[src/uii_pkg.sv]
// constants and helpers shared by the interrupt identification block
// Operation
// - ident bits 7:6 show 0x0 normally, 0x3 whenever the queue enable is set
// - bit 0 is the no-pending indicator; clear means an interrupt is shown
// - bits 3:1 carry the 3-bit pending source code; other codes are reserved
// - code 000, lowest priority, modem status; cleared by modem status read
// - code 001 transmit empty; cleared by transmit write or ident read
// - code 010 receive ready; non-queue clears on read, queue follows trigger level
// - code 011 line status error, highest priority; cleared by line status read
// - queue mode only: code 110 when bytes wait unaccessed for four frames
// - timeout clears on receive read, receive flush, or a new byte arriving
// - one frame is start, data bits, one parity and one stop bit
// - timeout span is 32 bit times for length 00, 36 for 01
// - timeout span is 40 bit times for length 10
// - timeout span is 44 bit times for length 11, eight data bits
// - queue enable selects queue mode; clearing it disables both queues
// - receive flush empties the receive queue; software must clear it again
// - trigger codes 0..7 select 1,2,4,6,8,10,12,14 bytes
// - receive-data enable gates both data ready and receive timeout
package uii_pkg;

  localparam int         IDENT_W        = 8;
  localparam int         MODE_LSB       = 6;
  localparam int         CODE_LSB       = 1;
  localparam int         NOPEND_BIT     = 0;
  localparam logic [1:0] MODE_NORMAL    = 2'h0;
  localparam logic [1:0] MODE_QUEUE     = 2'h3;
  localparam logic [2:0] CODE_MODEM     = 3'h0;
  localparam logic [2:0] CODE_TX_EMPTY  = 3'h1;
  localparam logic [2:0] CODE_RX_READY  = 3'h2;
  localparam logic [2:0] CODE_LINE_ERR  = 3'h3;
  localparam logic [2:0] CODE_TIMEOUT   = 3'h6;
  localparam logic [7:0] IDENT_RESET    = 8'h01;

  // frame = start + data + parity + stop, times four frames
  localparam int         START_BITS     = 1;
  localparam int         PARITY_BITS    = 1;
  localparam int         STOP_BITS      = 1;
  localparam int         MIN_DATA_BITS  = 5;
  localparam int         TIMEOUT_FRAMES = 4;
  localparam int         TMO_W          = 6;

  function automatic logic [TMO_W-1:0] timeout_span(input logic [1:0] word_length_select);
    int data_bits;
    data_bits = MIN_DATA_BITS + int'(word_length_select);
    timeout_span = TMO_W'((START_BITS + data_bits + PARITY_BITS + STOP_BITS)
                          * TIMEOUT_FRAMES);
  endfunction : timeout_span

  function automatic logic [4:0] trigger_bytes(input logic [2:0] sel);
    trigger_bytes = (sel == 3'h0) ? 5'h01 : {1'b0, sel, 1'b0};
  endfunction : trigger_bytes

endpackage : uii_pkg

[src/uii_rx_timeout.sv]
// receive queue character timeout counter
`timescale 1ns/100ps
module uii_rx_timeout
  import uii_pkg::*;
(
  input  wire logic       clk,        // core clock
  input  wire logic       rst_n,      // synchronous reset, low
  input  wire logic       armed,      // queue mode with bytes waiting
  input  wire logic       restart,    // queue access or new byte
  input  wire logic       bit_tick,   // one pulse per bit time
  input  wire logic [1:0] word_length_select,        // word length select
  output logic            timeout     // timeout flag
);

  logic [TMO_W-1:0] count_ff;
  logic [TMO_W-1:0] nxt_count;
  logic             timeout_ff;
  logic             nxt_timeout;

  always_comb begin
    nxt_count   = count_ff;
    nxt_timeout = timeout_ff;
    if (restart || !armed) begin
      // any access restarts the span; disarm also drops the flag
      nxt_count   = '0;
      nxt_timeout = 1'b0;
    end else if (bit_tick && !timeout_ff) begin
      nxt_count = count_ff + TMO_W'(1);
      if (nxt_count >= timeout_span(word_length_select)) begin
        nxt_timeout = 1'b1;
      end
    end
  end

  always_ff @(posedge clk) begin
    if (!rst_n) begin
      count_ff   <= '0;
      timeout_ff <= 1'b0;
    end else begin
      count_ff   <= nxt_count;
      timeout_ff <= nxt_timeout;
    end
  end

  assign timeout = timeout_ff;

endmodule : uii_rx_timeout

[src/uii_ident.sv]
// interrupt identification register and source priority
`timescale 1ns/100ps
module uii_ident
#(
  parameter int FILL_W = 5                        // receive fill count width
)
(
  input  wire logic                  CLOCK,              // core clock
  input  wire logic                  RST_N,              // sync reset, low
  input  wire logic                  QUEUE_ENABLE,       // queue mode select
  input  wire logic                  RX_QUEUE_FLUSH,     // receive flush bit
  input  wire logic [2:0]            RX_TRIGGER_LEVEL,   // trigger select
  input  wire logic [1:0]            WORD_LENGTH_SELECT, // data bits code
  input  wire logic                  RX_DATA_IRQ_ENABLE, // data/timeout enable
  input  wire logic                  TX_EMPTY_IRQ_ENABLE,// transmit empty enable
  input  wire logic                  LINE_IRQ_ENABLE,    // line status enable
  input  wire logic                  MODEM_IRQ_ENABLE,   // modem status enable
  input  wire logic                  BIT_TICK,           // one pulse per bit
  input  wire logic                  LINE_ERROR_EVENT,   // line error pulse
  input  wire logic                  MODEM_CHANGE_EVENT, // modem change pulse
  input  wire logic                  TX_EMPTY,           // holding/queue empty
  input  wire logic                  RX_HOLD_FULL,       // non-queue data held
  input  wire logic [FILL_W-1:0]     RX_FILL,            // receive queue count
  input  wire logic                  RX_PUSH,            // byte entered queue
  input  wire logic                  RD_MODEM_STATUS,    // modem status read
  input  wire logic                  RD_LINE_STATUS,     // line status read
  input  wire logic                  RD_IDENT,           // ident register read
  input  wire logic                  WR_TRANSMIT,        // transmit write
  input  wire logic                  RD_RECEIVE,         // receive data read
  output logic [uii_pkg::IDENT_W-1:0] IDENT,             // ident register
  output logic                       IRQ                 // interrupt request
);
  import uii_pkg::*;

  logic                line_pend_ff;
  logic                nxt_line_pend;
  logic                modem_pend_ff;
  logic                nxt_modem_pend;
  logic                tx_pend_ff;
  logic                nxt_tx_pend;
  logic                tx_empty_ff;
  logic                nxt_tx_empty;
  logic [IDENT_W-1:0]  ident_ff;
  logic [IDENT_W-1:0]  nxt_ident;
  logic                irq_ff;
  logic                nxt_irq;
  logic                rx_ready;
  logic                timeout;
  logic                tmo_armed;
  logic                tmo_restart;
  logic                tx_shown;

  // in non-queue mode the queue logic is idle, so the timer stays disarmed
  assign tmo_armed   = QUEUE_ENABLE && !RX_QUEUE_FLUSH
                       && (RX_FILL != '0);
  assign tmo_restart = RD_RECEIVE || RX_PUSH || RX_QUEUE_FLUSH;

  uii_rx_timeout u_timeout (
    .clk      (CLOCK),
    .rst_n    (RST_N),
    .armed    (tmo_armed),
    .restart  (tmo_restart),
    .bit_tick (BIT_TICK),
    .word_length_select      (WORD_LENGTH_SELECT),
    .timeout  (timeout)
  );

  // level source: follows the holding flag or the trigger comparison
  always_comb begin
    if (QUEUE_ENABLE) begin
      rx_ready = !RX_QUEUE_FLUSH
                 && (RX_FILL >= FILL_W'(trigger_bytes(RX_TRIGGER_LEVEL)));
    end else begin
      rx_ready = RX_HOLD_FULL;
    end
  end

  // the ident read clears transmit empty only if that is what was shown
  assign tx_shown = !ident_ff[NOPEND_BIT]
                    && (ident_ff[CODE_LSB +: 3] == CODE_TX_EMPTY);

  // sticky sources: a new event in the clearing cycle wins over the clear
  always_comb begin
    nxt_tx_empty   = TX_EMPTY;
    nxt_line_pend  = line_pend_ff;
    nxt_modem_pend = modem_pend_ff;
    nxt_tx_pend    = tx_pend_ff;
    if (RD_LINE_STATUS) begin
      nxt_line_pend = 1'b0;
    end
    if (LINE_ERROR_EVENT) begin
      nxt_line_pend = 1'b1;
    end
    if (RD_MODEM_STATUS) begin
      nxt_modem_pend = 1'b0;
    end
    if (MODEM_CHANGE_EVENT) begin
      nxt_modem_pend = 1'b1;
    end
    if (WR_TRANSMIT || (RD_IDENT && tx_shown) || !TX_EMPTY) begin
      nxt_tx_pend = 1'b0;
    end
    if (TX_EMPTY && !tx_empty_ff) begin
      nxt_tx_pend = 1'b1;
    end
  end

  // priority encoder; mode bits come straight from the queue enable
  always_comb begin
    nxt_ident                        = '0;
    nxt_ident[MODE_LSB +: 2]         = QUEUE_ENABLE ? MODE_QUEUE : MODE_NORMAL;
    nxt_ident[NOPEND_BIT]            = 1'b0;
    if (LINE_IRQ_ENABLE && line_pend_ff) begin
      nxt_ident[CODE_LSB +: 3] = CODE_LINE_ERR;
    end else if (RX_DATA_IRQ_ENABLE && rx_ready) begin
      nxt_ident[CODE_LSB +: 3] = CODE_RX_READY;
    end else if (RX_DATA_IRQ_ENABLE && QUEUE_ENABLE && timeout) begin
      nxt_ident[CODE_LSB +: 3] = CODE_TIMEOUT;
    end else if (TX_EMPTY_IRQ_ENABLE && tx_pend_ff) begin
      nxt_ident[CODE_LSB +: 3] = CODE_TX_EMPTY;
    end else if (MODEM_IRQ_ENABLE && modem_pend_ff) begin
      nxt_ident[CODE_LSB +: 3] = CODE_MODEM;
    end else begin
      nxt_ident[CODE_LSB +: 3] = CODE_MODEM;
      nxt_ident[NOPEND_BIT]    = 1'b1;
    end
    nxt_irq = !nxt_ident[NOPEND_BIT];
  end

  always_ff @(posedge CLOCK) begin
    if (!RST_N) begin
      line_pend_ff  <= 1'b0;
      modem_pend_ff <= 1'b0;
      tx_pend_ff    <= 1'b0;
      tx_empty_ff   <= 1'b0;
      ident_ff      <= IDENT_RESET;
      irq_ff        <= 1'b0;
    end else begin
      line_pend_ff  <= nxt_line_pend;
      modem_pend_ff <= nxt_modem_pend;
      tx_pend_ff    <= nxt_tx_pend;
      tx_empty_ff   <= nxt_tx_empty;
      ident_ff      <= nxt_ident;
      irq_ff        <= nxt_irq;
    end
  end

  assign IDENT = ident_ff;
  assign IRQ   = irq_ff;

endmodule : uii_ident

[config.mk]
export PLATFORM = sky130hd
export DESIGN_NAME = uii_ident
export DESIGN_NICKNAME = d
export VERILOG_FILES = /design/src/uii_pkg.sv /design/src/uii_rx_timeout.sv /design/src/uii_ident.sv
export SDC_FILE = /design/constraint.sdc
export NUM_CORES = 1
export LEC_CHECK = 0
export BUFFER_PORTS_ARGS = -buffer_cell sky130_fd_sc_hd__buf_2
export CAP_MARGIN = 25
export CELL_PAD_IN_SITES_DETAIL_PLACEMENT = 0
export CELL_PAD_IN_SITES_GLOBAL_PLACEMENT = 1
export CORE_ASPECT_RATIO = 0.75
export CORE_MARGIN = 2
export CORE_UTILIZATION = 38
export CTS_BUF_LIST = sky130_fd_sc_hd__clkbuf_8
export CTS_CLUSTER_DIAMETER = 150
export DETAILED_ROUTE_END_ITERATION = 6
export PLACE_DENSITY = 0.88
export SYNTH_ARGS = -nofsm -noshare
export SYNTH_HDL_FRONTEND = slang
export SYNTH_SLANG_ARGS = --single-unit
export TNS_END_PERCENT = 10
[constraint.sdc]
create_clock -name CLOCK -period 2.7 [get_ports CLOCK]
set_input_delay 0.54 -clock CLOCK [delete_from_list [all_inputs] [get_ports CLOCK]]
set_output_delay 0.54 -clock CLOCK [all_outputs]
set_load 0.01 [all_outputs]
==> flow_metrics.py <==
metrics = {
    "final_layout": {
        "antenna_cells": 0,
        "n_fill_cell": 237,
        "num-nets-final": 178,
        "seqCellArea_um2": 340,
        "multiInputGateArea_um2": 532,
        "final_common_cell": "buf_2",
        "layout_common_cells": "35 x buf_2, 17 x dfxtp_1, 11 x inv_1",
        "final_cell_area_mm2": 0.00117,
        "drive_gt1_share_pct": 30.0,
        "area_growth_pct": 25.8,
    },
    "global_route": {
        "grt_pass1_wl_um": 3210,
        "use_met3_pct": 3.86,
        "grtUsageTotal_pct": 15.9,
        "grt_pass1_vias": 751,
        "grt_max_degree": 10,
        "grt_util_met1_pct": 20.6,
        "met2_usage_pct": 23.8,
        "busiest_layer": "met2",
        "antenna_found_initial": 0,
        "grt_overflow_total": 0,
    },
    "placed_design": {
        "place_congestion": 0.708,
        "port_buffers": 35,
        "dpl_cell_area_mm2": 0.00113,
        "place_ws_ns": 0.832,
        "dp_hpwl_um": 1630,
    },
    "sta": {
        "worst_pin_slew_ns": 0.512,
        "slew_headroom_pct": 65.0,
        "hold_viol": 0,
        "rsz0062_at_grt": "no",
        "maxSlewViolCount": 0,
        "period_needed_ns": 1.86,
        "clock_skew_ns": 0.00271,
        "final.setup.worst_slack_ns": 0.839,
        "fmax_ghz": 0.537,
        "tns_ns": 0,
        "setup_viol": 0,
        "finalCritPeriodShare_pct": 68.9,
    },
    "synth": {
        "synth_compound_area_share_pct": 15.2,
        "ys_warn_count": 0,
        "synth-seq-cells": 17,
        "synth_top_family_by_area": "simple AND/OR/NAND/NOR gates",
        "ys_seq_area_share_pct": 36.5,
        "synth_mux_area_share_pct": 2.15,
        "yosysTopAreaCellShare_pct": 36.5,
        "yosys-top-cells-area": "dfxtp_1 37%, ha_1 11%, inv_1 4.0%",
        "avgSynthCellArea_um2": 8.96,
        "yosysTopAreaCell": "dfxtp_1",
        "async_flop_share_pct": 0,
        "syn_inst": 104,
        "synth-edff-count": 0,
        "synthAdderAreaFrac_pct": 10.7,
        "synth_xor_area_share_pct": 7.52,
        "syn_area_um2": 932,
        "synth-simple-area-share_pct": 20.7,
        "ys_types": 36,
        "ys.flop_type": "dfxtp_1",
    },
    "detailed_routing": {
        "drc_errors": 0,
        "drt-initial-drc-count": 19,
        "wirelength_um": 1930,
        "drt_pass1_iterations": 4,
        "via_count": 835,
        "drt-wirelength-per-cell_um": 11.1,
        "viasPerCell": 4.80,
        "ant_nets": 0,
    },
    "floorplan": {
        "die_h_um": 46.9,
        "dieArea_mm2": 0.00287,
        "fp.dieW_um": 61.2,
        "ioPinCount": 38,
        "start_util_pct": 40.4,
        "coreArea_mm2": 0.00231,
        "placementRows": 15,
    },
    "power": {
        "swShare_pct": 23.7,
        "p_seq_share_pct": 50.7,
        "p_int_w": 0.000397,
        "p_per_area_mw_per_mm2": 445,
        "power.share.clock_pct": 35.1,
        "p_leak_nw": 0.560,
        "peakVddDrop_mv": 0.213,
        "power_switching_w": 0.000124,
        "combinationalPowerShare_pct": 14.3,
    },
    "clocking": {
        "cts_tree": "built",
        "cts_root_buf": "clkbuf_8",
        "insertion_delay_ns": 0.25,
        "cts_buffers": 3,
        "cts_setup_buffers": 0,
        "cts.sinks": 17,
        "post_cts_resized": 0,
        "clk_path_buf_depth": 2,
        "htreeDepth": 1,
        "clk_pin_slew_ns": 0.06,
        "hold_buffers": 0,
    },
    "worst_setup_path": {
        "critical_path.startpoint_type": "flip-flop",
        "cpPeakStageDelay_ns": 0.52,
        "critical-path-top-delay-family": "compound AO/OA/AOI/OAI gates",
        "cp.required_ns": 2.83,
        "critical_path_buf_inv_count": 0,
        "path_cells": "ha_1 -> xnor2_1 -> ha_1 -> nand2_1 -> nand2_1 -> a2111oi_0 -> nor3_2",
        "worst_path_max_delay_cell": "a2111oi_0",
        "arrival_ns": 1.99,
        "endpoint_kind": "flip-flop",
        "critPathKind": "flip-flop to flip-flop",
        "worstPathMaxFanout": 5,
    },
    "run_status": {
        "status": "completed",
    },
    "min_path": {
        "hp-class": "flip-flop to flip-flop",
    },
    "flow_run": {
        "cap_violations": 0,
    },
}
==> Yosys cell counts, types with 2 or more instances <==
cell and n:
nor3_1 2, ha_1 8, xnor2_1 4, dfxtp_1 17, nand4_1 2, inv_1 10, nor2_1 8, nand3_1 3
xor2_1 4, nor2b_1 3, and2_1 2, buf_4 3, a21oi_1 7, and4_1 2, mux2i_1 2, nand2_1 7
==> sequential cells by signal (all words and copies together), names as in the netlist <==
register	count
IDENT	5
IRQ	1
line_pend_ff	1
modem_pend_ff	1
tx_empty_ff	1
tx_pend_ff	1
u_timeout.count_ff	6
u_timeout.timeout	1
==> routing by layer <==
metal / vias up / share of wire [%] / routed length [um]
li1: 426 / - / -
met5: - / 0 / 0
met3: 5 / 5.1 / 99
met4: 0 / 2.6 / 50
met1: 382 / 47 / 910
met2: 22 / 45 / 873
==> final cells by class <==
type,instances,share of cell area (%)
clock buffer,3,3.52
clock inverter,1,0.320
inverter,10,3.20
multi-input combinational,74,45.4
sequential,17,29.0
tap,34,3.63
timing repair buffer,35,14.9
==> through the flow <==
stage,hold slack (ns),std cells,power [W],util (%)
global placement,0.401,170,0.000342,48.8
CTS,0.428,174,0.000528,50.8
global route,0.476,174,0.000555,50.8
finish,0.422,174,0.000521,50.8
detailed placement,0.418,170,0.000344,48.8
floorplan,0.393,105,0.000310,-
==> power groups by stage <==
stage | sequential (W) | clock, W | combinational [W]
3_5_place_dp | 0.000270 | 0 | 0.0000741
2_1_floorplan | 0.000272 | 0 | 0.0000378
4_1_cts | 0.000264 | 0.000190 | 0.0000747
6_report | 0.000264 | 0.000183 | 0.0000743
3_3_place_gp | 0.000269 | 0 | 0.0000725
5_1_grt | 0.000265 | 0.000206 | 0.0000849
==> path summary, 6_finish.rpt <==
kind	from	to	slack [ns]	depth (start not counted)
max reg2reg	u_timeout.count_ff[0]	u_timeout.timeout	0.84	7
max	u_timeout.count_ff[0]	u_timeout.timeout	0.84	7
min reg2reg	tx_empty_ff	tx_pend_ff	0.42	1
min	tx_empty_ff	tx_pend_ff	0.42	1
==> logic make-up after synthesis <==
logic type / after synthesis
simple gates: 35
compound gates: 19
flops: 17
buf+inv: 14
fa+ha+maj: 8
xor+xnor: 8
mux: 2
other cells: 1
Note: power is estimated with default switching activity, not from simulation.
